===== config.mk =====
export PLATFORM = sky130hd
export DESIGN_NAME = pwt_unit
export DESIGN_NICKNAME = d
export VERILOG_FILES = /design/src/hdl/pwt_pkg.sv /design/src/hdl/pwt_unit.sv
export SDC_FILE = /design/constraint.sdc
export NUM_CORES = 2
export LEC_CHECK = 0
export ABC_AREA = 1
export BUFFER_PORTS_ARGS = -buffer_cell sky130_fd_sc_hd__buf_2
export CAP_MARGIN = 10
export CORE_MARGIN = 2
export CORE_UTILIZATION = 40
export CTS_CLUSTER_DIAMETER = 40
export DETAILED_ROUTE_END_ITERATION = 12
export HOLD_SLACK_MARGIN = 0.05
export MAX_ROUTING_LAYER = met4
export PLACE_DENSITY_LB_ADDON = 0.25
export SETUP_SLACK_MARGIN = 0.02
export SLEW_MARGIN = 15
export SYNTH_ARGS = -nofsm -noshare
export SYNTH_HDL_FRONTEND = slang
export SYNTH_SLANG_ARGS = --single-unit

===== constraint.sdc =====
create_clock -name clk -period 6 [get_ports clk]
set_input_delay 0.9 -clock clk [delete_from_list [all_inputs] [get_ports clk]]
set_output_delay 0.9 -clock clk [all_outputs]
set_load 0.05 [all_outputs]

===== src/hdl/pwt_pkg.sv =====
// Constants, register map and field layout of the PWM timer unit
// Contract
// - Count clock cycles in a 32-bit counter behind a 32-bit prescaler.
// - Seven match registers feed six single-edge or three double-edge outputs.
// - The cycle match register sets the period and, in PWM mode, resets the counter.
// - Single-edge outputs rise at cycle match unless own match is zero, fall at own match.
// - Double-edge outputs rise and fall on two dedicated match registers.
// - Double-edge edges may sit at any count within the cycle.
// - Period and width are any whole number of timer counts.
// - In PWM mode new match values act only once released and in step with outputs.
// - Each match may keep counting, stop, or reset, and interrupt.
// - With PWM mode off the unit is a plain timer, outputs low.
// - Match flags enabled in the interrupt mask register combine into one interrupt request line.
package pwt_pkg;

   // Geometry
   localparam int          PWT_NUM_MATCH = 7;
   localparam int          PWT_NUM_OUT   = 6;
   localparam int          PWT_DW        = 32;
   localparam int          PWT_AW        = 8;

   // Register byte offsets
   localparam logic [7:0]  OFF_IR      = 8'h00;
   localparam logic [7:0]  OFF_TCR     = 8'h04;
   localparam logic [7:0]  OFF_TC      = 8'h08;
   localparam logic [7:0]  OFF_PR      = 8'h0c;
   localparam logic [7:0]  OFF_PC      = 8'h10;
   localparam logic [7:0]  OFF_MCR     = 8'h14;
   localparam logic [7:0]  OFF_CYC_MATCH = 8'h18;
   localparam logic [7:0]  OFF_MR_LAST = 8'h30;
   localparam logic [7:0]  OFF_PCR     = 8'h34;
   localparam logic [7:0]  OFF_LER     = 8'h38;
   localparam logic [7:0]  OFF_IMR     = 8'h3c;

   // Timer control bits
   localparam int          TCR_EN      = 0;
   localparam int          TCR_RST     = 1;
   localparam int          TCR_PWM     = 3;
   localparam logic [31:0] TCR_MASK    = 32'h0000000b;

   // Match control: three bits per match register
   localparam int          MCR_INT     = 0;
   localparam int          MCR_RESET   = 1;
   localparam int          MCR_STOP    = 2;
   localparam int          MCR_FLD     = 3;
   localparam logic [31:0] MCR_MASK    = 32'h001fffff;

   // Output control: bit k double-edge select, bit 8+k enable
   localparam int          PCR_OE_LSB  = 8;
   localparam logic [31:0] PCR_MASK    = 32'h00007e7c;

   // Reset values
   localparam logic [31:0] RST_WORD    = 32'h00000000;
   localparam logic [6:0]  RST_FLAGS   = 7'h00;
   localparam logic [5:0]  RST_OUT     = 6'h00;

endpackage


===== src/hdl/pwt_unit.sv =====
// PWM timer unit: prescaled counter, seven matches, PWM outputs, Wishbone
`timescale 1ns/1ps
module pwt_unit
   import pwt_pkg::*;
(
   // Clock and reset
   input  wire logic              clk,
   input  wire logic              resetn,
   // Wishbone classic slave
   input  wire logic              wb_cyc_i,
   input  wire logic              wb_stb_i,
   input  wire logic              wb_we_i,
   input  wire logic [PWT_AW-1:0] wb_adr_i,
   input  wire logic [3:0]        wb_sel_i,
   input  wire logic [PWT_DW-1:0] wb_dat_i,
   output logic      [PWT_DW-1:0] wb_dat_o,
   output logic                   wb_ack_o,
   // Pins and interrupt
   output logic      [PWT_NUM_OUT-1:0] pwm_o,
   output logic                   irq_o
);

   // Byte-lane merge of a write
   function automatic logic [31:0] lane_merge(input logic [31:0] old_v,
                                              input logic [31:0] new_v,
                                              input logic [3:0]  sel);
      logic [31:0] res;
      res = old_v;
      for (int b = 0; b < 4; b++) begin
         if (sel[b]) begin
            res[b*8 +: 8] = new_v[b*8 +: 8];
         end
      end
      return res;
   endfunction

   // Decode of the match register window
   function automatic logic is_mr(input logic [7:0] adr);
      return (adr >= OFF_CYC_MATCH) && (adr <= OFF_MR_LAST)
             && (adr[1:0] == 2'h0);
   endfunction

   function automatic logic [2:0] mr_index(input logic [7:0] adr);
      logic [7:0] d;
      d = adr - OFF_CYC_MATCH;
      return d[4:2];
   endfunction

   // State
   logic [31:0] tc_r, tc_nxt;
   logic [31:0] pc_r, pc_nxt;
   logic [31:0] pr_r, pr_nxt;
   logic [31:0] tcr_r, tcr_nxt;
   logic [31:0] mcr_r, mcr_nxt;
   logic [31:0] pcr_r, pcr_nxt;
   logic [31:0] mr_sh_r  [PWT_NUM_MATCH];
   logic [31:0] mr_sh_nxt[PWT_NUM_MATCH];
   logic [31:0] mr_act_r [PWT_NUM_MATCH];
   logic [31:0] mr_act_nxt[PWT_NUM_MATCH];
   logic [6:0]  ir_r, ir_nxt;
   logic [6:0]  imr_r, imr_nxt;
   logic [6:0]  ler_r, ler_nxt;
   logic [5:0]  pwm_r, pwm_nxt;
   logic        irq_r, irq_nxt;
   logic        ack_r, ack_nxt;
   logic [31:0] dat_r, dat_nxt;

   // Events
   logic        hit_w;
   logic        wr_go_w;
   logic        run_w;
   logic        tick_w;
   logic        pwm_en_w;
   logic        reset_any_w;
   logic        stop_any_w;
   logic        cyc_start_w;
   logic [6:0]  match_w;

   // Match events, only on a counting tick so each count matches once
   always_comb begin
      hit_w    = wb_cyc_i & wb_stb_i;
      wr_go_w  = hit_w & wb_we_i & ack_r;
      pwm_en_w = tcr_r[TCR_PWM];
      run_w    = tcr_r[TCR_EN] & ~tcr_r[TCR_RST];
      tick_w   = run_w & (pc_r == pr_r);
      reset_any_w = 1'b0;
      stop_any_w  = 1'b0;
      for (int i = 0; i < PWT_NUM_MATCH; i++) begin
         match_w[i] = tick_w & (tc_r == mr_act_r[i]);
         if (match_w[i] & mcr_r[i*MCR_FLD + MCR_RESET]) begin
            reset_any_w = 1'b1;
         end
         if (match_w[i] & mcr_r[i*MCR_FLD + MCR_STOP]) begin
            stop_any_w = 1'b1;
         end
      end
      // PWM mode always wraps on the cycle match, whatever MCR says
      if (pwm_en_w & match_w[0]) begin
         reset_any_w = 1'b1;
      end
      cyc_start_w = pwm_en_w & match_w[0];
   end

   // Next state of counter, matches, outputs and registers
   always_comb begin
      tc_nxt  = tc_r;
      pc_nxt  = pc_r;
      pr_nxt  = pr_r;
      tcr_nxt = tcr_r;
      mcr_nxt = mcr_r;
      pcr_nxt = pcr_r;
      ir_nxt  = ir_r;
      imr_nxt = imr_r;
      ler_nxt = ler_r;
      pwm_nxt = pwm_r;
      dat_nxt = dat_r;
      ack_nxt = hit_w & ~ack_r;
      for (int i = 0; i < PWT_NUM_MATCH; i++) begin
         mr_sh_nxt[i]  = mr_sh_r[i];
         mr_act_nxt[i] = mr_act_r[i];
      end

      // Prescaler and counter
      if (tcr_r[TCR_RST]) begin
         tc_nxt = RST_WORD;
         pc_nxt = RST_WORD;
      end else if (run_w) begin
         if (tick_w) begin
            pc_nxt = RST_WORD;
            tc_nxt = reset_any_w ? RST_WORD : tc_r + 32'h1;
         end else begin
            pc_nxt = pc_r + 32'h1;
         end
      end
      if (stop_any_w) begin
         tcr_nxt[TCR_EN] = 1'b0;
      end

      // Released shadows load only at cycle start, so no pulse is torn
      if (cyc_start_w) begin
         for (int i = 0; i < PWT_NUM_MATCH; i++) begin
            if (ler_r[i]) begin
               mr_act_nxt[i] = mr_sh_r[i];
               ler_nxt[i]    = 1'b0;
            end
         end
      end

      // Output edges; a clear in the same tick as a set wins
      for (int k = 1; k <= PWT_NUM_OUT; k++) begin
         logic set_e;
         logic clr_e;
         set_e = 1'b0;
         clr_e = match_w[k];
         if (pcr_r[k] && k >= 2) begin
            set_e = match_w[k-1];
         end else begin
            // A zero edge count means constant low
            set_e = match_w[0] & (mr_act_r[k] != RST_WORD);
         end
         if (!pwm_en_w || !pcr_r[PCR_OE_LSB + k]) begin
            pwm_nxt[k-1] = 1'b0;
         end else if (clr_e) begin
            pwm_nxt[k-1] = 1'b0;
         end else if (set_e) begin
            pwm_nxt[k-1] = 1'b1;
         end
      end

      // Register reads, captured with the answer
      if (hit_w & ~ack_r) begin
         dat_nxt = RST_WORD;
         if (is_mr(wb_adr_i)) begin
            dat_nxt = mr_sh_r[mr_index(wb_adr_i)];
         end else begin
            case (wb_adr_i)
               OFF_IR:  dat_nxt[6:0] = ir_r;
               OFF_TCR: dat_nxt = tcr_r;
               OFF_TC:  dat_nxt = tc_r;
               OFF_PR:  dat_nxt = pr_r;
               OFF_PC:  dat_nxt = pc_r;
               OFF_MCR: dat_nxt = mcr_r;
               OFF_PCR: dat_nxt = pcr_r;
               OFF_LER: dat_nxt[6:0] = ler_r;
               OFF_IMR: dat_nxt[6:0] = imr_r;
               default: dat_nxt = RST_WORD;
            endcase
         end
      end

      // Register writes at the acknowledged edge; software overrides, except that a match still sets its IR flag
      if (wr_go_w) begin
         if (is_mr(wb_adr_i)) begin
            mr_sh_nxt[mr_index(wb_adr_i)] =
               lane_merge(mr_sh_r[mr_index(wb_adr_i)], wb_dat_i, wb_sel_i);
            // A plain timer takes new match values at once
            if (!pwm_en_w) begin
               mr_act_nxt[mr_index(wb_adr_i)] =
                  mr_sh_nxt[mr_index(wb_adr_i)];
            end
         end else begin
            case (wb_adr_i)
               OFF_IR:  ir_nxt = ir_r & ~(wb_dat_i[6:0] & {7{wb_sel_i[0]}});
               OFF_TCR: tcr_nxt = lane_merge(tcr_r, wb_dat_i, wb_sel_i)
                                  & TCR_MASK;
               OFF_TC:  tc_nxt  = lane_merge(tc_r, wb_dat_i, wb_sel_i);
               OFF_PR:  pr_nxt  = lane_merge(pr_r, wb_dat_i, wb_sel_i);
               OFF_PC:  pc_nxt  = lane_merge(pc_r, wb_dat_i, wb_sel_i);
               OFF_MCR: mcr_nxt = lane_merge(mcr_r, wb_dat_i, wb_sel_i)
                                  & MCR_MASK;
               OFF_PCR: pcr_nxt = lane_merge(pcr_r, wb_dat_i, wb_sel_i)
                                  & PCR_MASK;
               OFF_LER: begin
                  if (wb_sel_i[0]) begin
                     ler_nxt = ler_nxt | wb_dat_i[6:0];
                  end
               end
               OFF_IMR: begin
                  if (wb_sel_i[0]) begin
                     imr_nxt = wb_dat_i[6:0];
                  end
               end
               default: ;
            endcase
         end
      end

      // Sticky flags: a match in the clearing cycle still sets
      for (int i = 0; i < PWT_NUM_MATCH; i++) begin
         if (match_w[i] & mcr_r[i*MCR_FLD + MCR_INT]) begin
            ir_nxt[i] = 1'b1;
         end
      end
      irq_nxt = |(ir_nxt & imr_nxt);
   end

   // Register all state
   always_ff @(posedge clk) begin
      if (!resetn) begin
         tc_r  <= RST_WORD;
         pc_r  <= RST_WORD;
         pr_r  <= RST_WORD;
         tcr_r <= RST_WORD;
         mcr_r <= RST_WORD;
         pcr_r <= RST_WORD;
         ir_r  <= RST_FLAGS;
         imr_r <= RST_FLAGS;
         ler_r <= RST_FLAGS;
         pwm_r <= RST_OUT;
         irq_r <= 1'b0;
         ack_r <= 1'b0;
         dat_r <= RST_WORD;
         for (int i = 0; i < PWT_NUM_MATCH; i++) begin
            mr_sh_r[i]  <= RST_WORD;
            mr_act_r[i] <= RST_WORD;
         end
      end else begin
         tc_r  <= tc_nxt;
         pc_r  <= pc_nxt;
         pr_r  <= pr_nxt;
         tcr_r <= tcr_nxt;
         mcr_r <= mcr_nxt;
         pcr_r <= pcr_nxt;
         ir_r  <= ir_nxt;
         imr_r <= imr_nxt;
         ler_r <= ler_nxt;
         pwm_r <= pwm_nxt;
         irq_r <= irq_nxt;
         ack_r <= ack_nxt;
         dat_r <= dat_nxt;
         for (int i = 0; i < PWT_NUM_MATCH; i++) begin
            mr_sh_r[i]  <= mr_sh_nxt[i];
            mr_act_r[i] <= mr_act_nxt[i];
         end
      end
   end

   // Outputs straight from flops
   assign wb_dat_o = dat_r;
   assign wb_ack_o = ack_r;
   assign pwm_o    = pwm_r;
   assign irq_o    = irq_r;
endmodule


==> flow_metrics.env, run 1 <==
export IMPL_die_y_microns=314
export IMPL_ys_ff_latch=640
export IMPL_grt_usage=0.372
export IMPL_synth_xor_area_frac=0.0273
export IMPL_grt_pass1_vias=39900
export IMPL_grt_pass1_wl_microns=268000
export IMPL_cts_max_path_buffers=3
export IMPL_synth_top_family_by_area="simple AND/OR/NAND/NOR gates"
export IMPL_synth_nets=6332
export IMPL_io_buffers=88
export IMPL_ys_flop_type="dfxtp_1"
export IMPL_avgSynthCellArea_sq_um=6.14
export IMPL_syn_inst=6277
export IMPL_seq_area_frac_synth=0.333
export IMPL_synthAdderAreaFrac=0.00195
export IMPL_overflow=0
export IMPL_synth_simple_area_share=0.283
export IMPL_stop_error="[ERROR DRT-0255] Maze Route cannot find path of net clk in worker of routeBox ( 289800 0 ) ( 314360 48300 )."
export IMPL_cts_htree_levels=3
export IMPL_cts_sinks=640
export IMPL_grt_max_degree=144
export IMPL_synth_edff_count=0
export IMPL_num_rows=113
export IMPL_async_flop_share=0
export IMPL_place_hpwl_microns=130000
export IMPL_initial_core_util=0.404
export IMPL_synthDistinctLibCells=54
export IMPL_io_pins=89
export IMPL_postCtsHoldBufs=0
export IMPL_synthMuxAreaShare=0
export IMPL_status="did not finish"
export IMPL_gp_congestion=0.992
export IMPL_antenna_found_initial=5
export IMPL_haltStage="detailed routing"
export IMPL_cts_inserted_buffers=116
export IMPL_fp_dieW_microns=314
export IMPL_synth_compound_area_frac=0.249
export IMPL_synth_area_sq_um=38500
export IMPL_yosysWarnings=0
export IMPL_cts_root_buffer="clkbuf_16"
export IMPL_cts_resized=0
export IMPL_cts_setup_buffers=0
==> stage by stage <==
stage | hold WS, ns | util | worst slack (ns) | std cells | instance area (sq um)
global route | 0.497 | 0.463 | 1.40 | 7580 | 44200
detailed placement | 0.453 | 0.418 | 1.29 | 7356 | 39900
CTS | 0.462 | 0.463 | 1.70 | 7575 | 44100
global placement | 0.449 | 0.418 | 1.21 | 7356 | 39900
floorplan | 0.424 | - | 3.02 | 6277 | 38500
==> kinds of logic after synthesis <==
family / after synthesis
adder cells (fa/ha/maj): 6
buffers and inverters: 1022
flip-flops: 640
XOR/XNOR: 120
AO/OA/AOI/OAI: 1806
AND/OR/NAND/NOR: 2683
==> layer usage <==
layer / global-route usage
met5: -
met3: 0.116
met4: 0.185
met1: 0.488
met2: 0.512
==> synth_stat cells, types with 3 or more instances <==
master | instances | share of area
xor2_1 | 106 | 0.024
o41ai_1 | 5 | 0.0011
nor2_4 | 6 | 0.0018
o21ai_2 | 21 | 0.0048
buf_1 | 43 | 0.0042
a211oi_1 | 21 | 0.0041
nand2_2 | 5 | 0.00081
inv_1 | 597 | 0.058
buf_2 | 85 | 0.011
xnor2_1 | 14 | 0.0032
nor2_2 | 15 | 0.0024
a22oi_1 | 7 | 0.0014
o21a_1 | 6 | 0.0012
nor4_1 | 48 | 0.0078
a41oi_1 | 5 | 0.0011
o211ai_1 | 25 | 0.0049
nor2_1 | 608 | 0.059
nand4_1 | 81 | 0.013
nand2_1 | 1713 | 0.17
nor3_2 | 7 | 0.0018
dfxtp_1 | 640 | 0.33
o21ai_1 | 83 | 0.011
o21ai_0 | 793 | 0.10
nand3_4 | 3 | 0.0014
and2_1 | 5 | 0.00081
buf_6 | 11 | 0.0032
clkbuf_1 | 232 | 0.023
a31oi_1 | 10 | 0.0016
ha_1 | 6 | 0.0019
o22ai_1 | 123 | 0.020
o31ai_1 | 4 | 0.00078
nor3_1 | 36 | 0.0047
a21oi_1 | 671 | 0.087
or2_2 | 5 | 0.00081
nand3b_1 | 9 | 0.0018
buf_4 | 15 | 0.0029
a221oi_1 | 20 | 0.0045
clkinv_1 | 9 | 0.00088
nand3_1 | 132 | 0.017
inv_2 | 29 | 0.0028
o2111ai_1 | 7 | 0.0016
==> inputs of run 2 (changes only) <==
CORE_UTILIZATION = 25   (was 40)
CTS_CLUSTER_DIAMETER = not set   (was 40)
HOLD_SLACK_MARGIN = not set   (was 0.05)
MAX_ROUTING_LAYER = not set   (was met4)
PLACE_DENSITY_LB_ADDON = 0.15   (was 0.25)
SETUP_SLACK_MARGIN = not set   (was 0.02)
==> run 2 against run 1 <==
Synthesized area unchanged. Synthesized cell count unchanged. Global-route usage decreased by 12 points. The flow now finishes without violations.
==> flow_metrics.env, run 2 <==
export IMPL_hp_class="flop to flop"
export IMPL_overflow=0
export IMPL_total_power_uw=10300
export IMPL_path_depth=16
export IMPL_critical_path_required_ns=6.57
export IMPL_cts_htree_levels=3
export IMPL_via_per_inst=5.22
export IMPL_critPathKind="input pin to flop"
export IMPL_drive_gt1_frac=0.0739
export IMPL_place_area_sq_um=40900
export IMPL_post_drt_wl_per_cell_microns=25.1
export IMPL_critPathTopFamily="simple AND/OR/NAND/NOR gates"
export IMPL_yosysWarnings=0
export IMPL_drc_errors=0
export IMPL_peakVddDrop_v=0.000233
export IMPL_final_antenna_net_count=0
export IMPL_place_hpwl_microns=153000
export IMPL_seq_area_frac_synth=0.333
export IMPL_reg2reg_to="mr_act_r[4][22]$_SDFF_PN0_"
export IMPL_ys_top_cells_by_area="dfxtp_1 33%, nand2_1 17%, o21ai_0 10%"
export IMPL_grt_max_degree=178
export IMPL_synth_area_leader_cell="dfxtp_1"
export IMPL_async_flop_share=0
export IMPL_tritoncts="done"
export IMPL_cts_max_path_buffers=3
export IMPL_cts_sinks=640
export IMPL_status="finished clean"
export IMPL_ys_ff_latch=640
export IMPL_dieArea_sq_um=157000
export IMPL_initial_core_util=0.251
export IMPL_cp_startpoint="wb_adr_i[3]"
export IMPL_syn_inst=6277
export IMPL_synth_most_common_cell="nand2_1"
export IMPL_critPathBufInv=3
export IMPL_design_area_sq_um=43700
export IMPL_cts_setup_buffers=0
export IMPL_synth_nets=6332
export IMPL_slew_viol_final=0
export IMPL_rsz0062_at_grt="false"
export IMPL_setup_ws_ns=1.57
export IMPL_finalNetCount=6249
export IMPL_fp_dieW_microns=397
export IMPL_io_buffers=88
export IMPL_final_cell_mix="1712 x nand2_1, 793 x o21ai_0, 671 x a21oi_1"
export IMPL_postLayoutCoreUtil=0.285
export IMPL_clk_pin_slew_ns=0.06
export IMPL_synthDistinctLibCells=54
export IMPL_drt_wl_total_microns=209000
export IMPL_clock_latency_ns=0.70
export IMPL_cp_arrival_ns=5.00
export IMPL_gp_congestion=0.919
export IMPL_p_per_area_nw_per_um2=235
export IMPL_cts_resized=0
export IMPL_drt_iter0_markers=5086
export IMPL_avgSynthCellArea_sq_um=6.14
export IMPL_skew_ns=0.0309
export IMPL_io_pins=89
export IMPL_top_regs="mr_act_r x224, mr_sh_r x224"
export IMPL_coreArea_sq_um=154000
export IMPL_grt_pass1_vias=39100
export IMPL_synth_edff_count=0
export IMPL_grt_usage=0.256
export IMPL_critical_path_max_stage_delay_ns=0.97
export IMPL_relSlewSlack=0.218
export IMPL_area_delta_synth_final_pct=13.4
export IMPL_hold_viol=0
export IMPL_period_share=0.738
export IMPL_netlist_area_leader_share=0.333
export IMPL_r2r_start="tc_r[28]$_SDFFE_PN0P_"
export IMPL_die_y_microns=397
export IMPL_tns_ns=0
export IMPL_cts_inserted_buffers=81
export IMPL_dr_pass1_iters=9
export IMPL_ys_flop_type="dfxtp_1"
export IMPL_critPathMaxFanout=19
export IMPL_crit_path_top_delay_cell="o21ai_0"
export IMPL_max_clock_freq_ghz=0.226
export IMPL_synth_area_sq_um=38500
export IMPL_cp_common_cell="nand2_1"
export IMPL_grt_pass1_wl_microns=296000
export IMPL_via_count=43400
export IMPL_path_cells="buf_2, buf_4, nand2_4, inv_2, nand2_1, nand4_1, nand2_1, o21ai_1, nand2_1, nand2_1, o21ai_0, nand4_1, o21ai_1, nand2_1, nand2_1, nor2_1"
export IMPL_fill_cells=17300
export IMPL_worstMarginPinSlew_ns=1.17
export IMPL_startpoint_type="input pin"
export IMPL_period_minus_slack_ns=4.43
export IMPL_leakagePower_uw=0.0183
export IMPL_cts_root_buffer="clkbuf_16"
export IMPL_r2r_cells=14
export IMPL_antenna_found_initial=16
export IMPL_r2r_slack_ns=2.06
export IMPL_num_rows=144
export IMPL_post_place_ws_ns=1.12
export IMPL_yosys_top_cells_count="1713 x nand2_1, 793 x o21ai_0, 671 x a21oi_1"
export IMPL_cp_end_kind="flop"
export IMPL_endpoint="mr_act_r[3][31]$_SDFF_PN0_"
export IMPL_drv_cap=0
export IMPL_finalSetupViolations=0
export IMPL_layout_commonest_cell="nand2_1"
export IMPL_postCtsHoldBufs=0
[run 2: cell counts after synthesis]
No cell type changed its count.
[run 2: layout make-up]
type	count	area (sq um)	share of cell area
multi-input cells	4615	21700	0.497
flip-flops and latches	640	12800	0.293
well taps	2044	2560	0.0585
clock buffers	125	2510	0.0574
inverters	635	2390	0.0546
repair buffers	221	1490	0.0340
clock inverters	26	221	0.00507
diodes	7	17.5	0.000401
[run 2: how the worst min path moves through the flow]
stage                     slack [ns]                  start  cells after the start                     to
after floorplan                 0.42  pcr_r[9]$_SDFFE_PN0P_                      2  pwm_o[0]$_SDFFE_PP0P_
after global placement          0.45    ler_r[2]$_SDFF_PN0_                      2    ler_r[2]$_SDFF_PN0_
after detailed placement        0.46    ler_r[2]$_SDFF_PN0_                      2    ler_r[2]$_SDFF_PN0_
after CTS                       0.47    ler_r[2]$_SDFF_PN0_                      2    ler_r[2]$_SDFF_PN0_
after global routing            0.48  pcr_r[9]$_SDFFE_PN0P_                      2  pwm_o[0]$_SDFFE_PP0P_
final                           0.47    ler_r[0]$_SDFF_PN0_                      2    ler_r[0]$_SDFF_PN0_
[run 2: worst reg2reg max path, cell delays in order (launching register included)]
cell and delay, ns:
dfxtp_1 0.30, buf_4 0.22, inv_1 0.32, nand2_1 0.14, nand2_1 0.05, nor2_1 0.09, nand2_1 0.10, nor2_1 0.25
nand2_1 0.28, nor3_4 0.34, buf_4 0.31, nand3_4 0.68, o21ai_1 0.58, a21oi_1 0.08, nor2_1 0.12
[run 2: stage by stage]
step	instances	hold WS (ns)
after floorplan	6277	0.424
after global placement	8155	0.454
after detailed placement	8155	0.459
after CTS	8306	0.468
after global routing	8307	0.483
final	8313	0.470
[run 2: where the power goes]
group          internal (uW)  switching (uW)
Clock                   3010            2180
Sequential              4260            11.1
Combinational            157             667
[run 2: logic make-up (layout without fill, tap and decap cells)]
family / after synthesis / after routing / share of synthesized area
simple gates: 2683 / 2683 / 0.283
compound gates: 1806 / 1806 / 0.249
buf+inv: 1022 / 1007 / 0.106
flops: 640 / 640 / 0.333
xor+xnor: 120 / 120 / 0.0273
fa+ha+maj: 6 / 6 / 0.00195
other cells: 0 / 7 / 0
[run 2: routing by layer]
layer,up-vias,share of wire,global-route usage
met5,-,0.00022,0
met4,6,0.038,0.0941
met3,333,0.085,0.0446
met2,2014,0.41,0.373
met1,20600,0.47,0.373
li1,20400,-,-
Power figures use the tool's default switching activity.
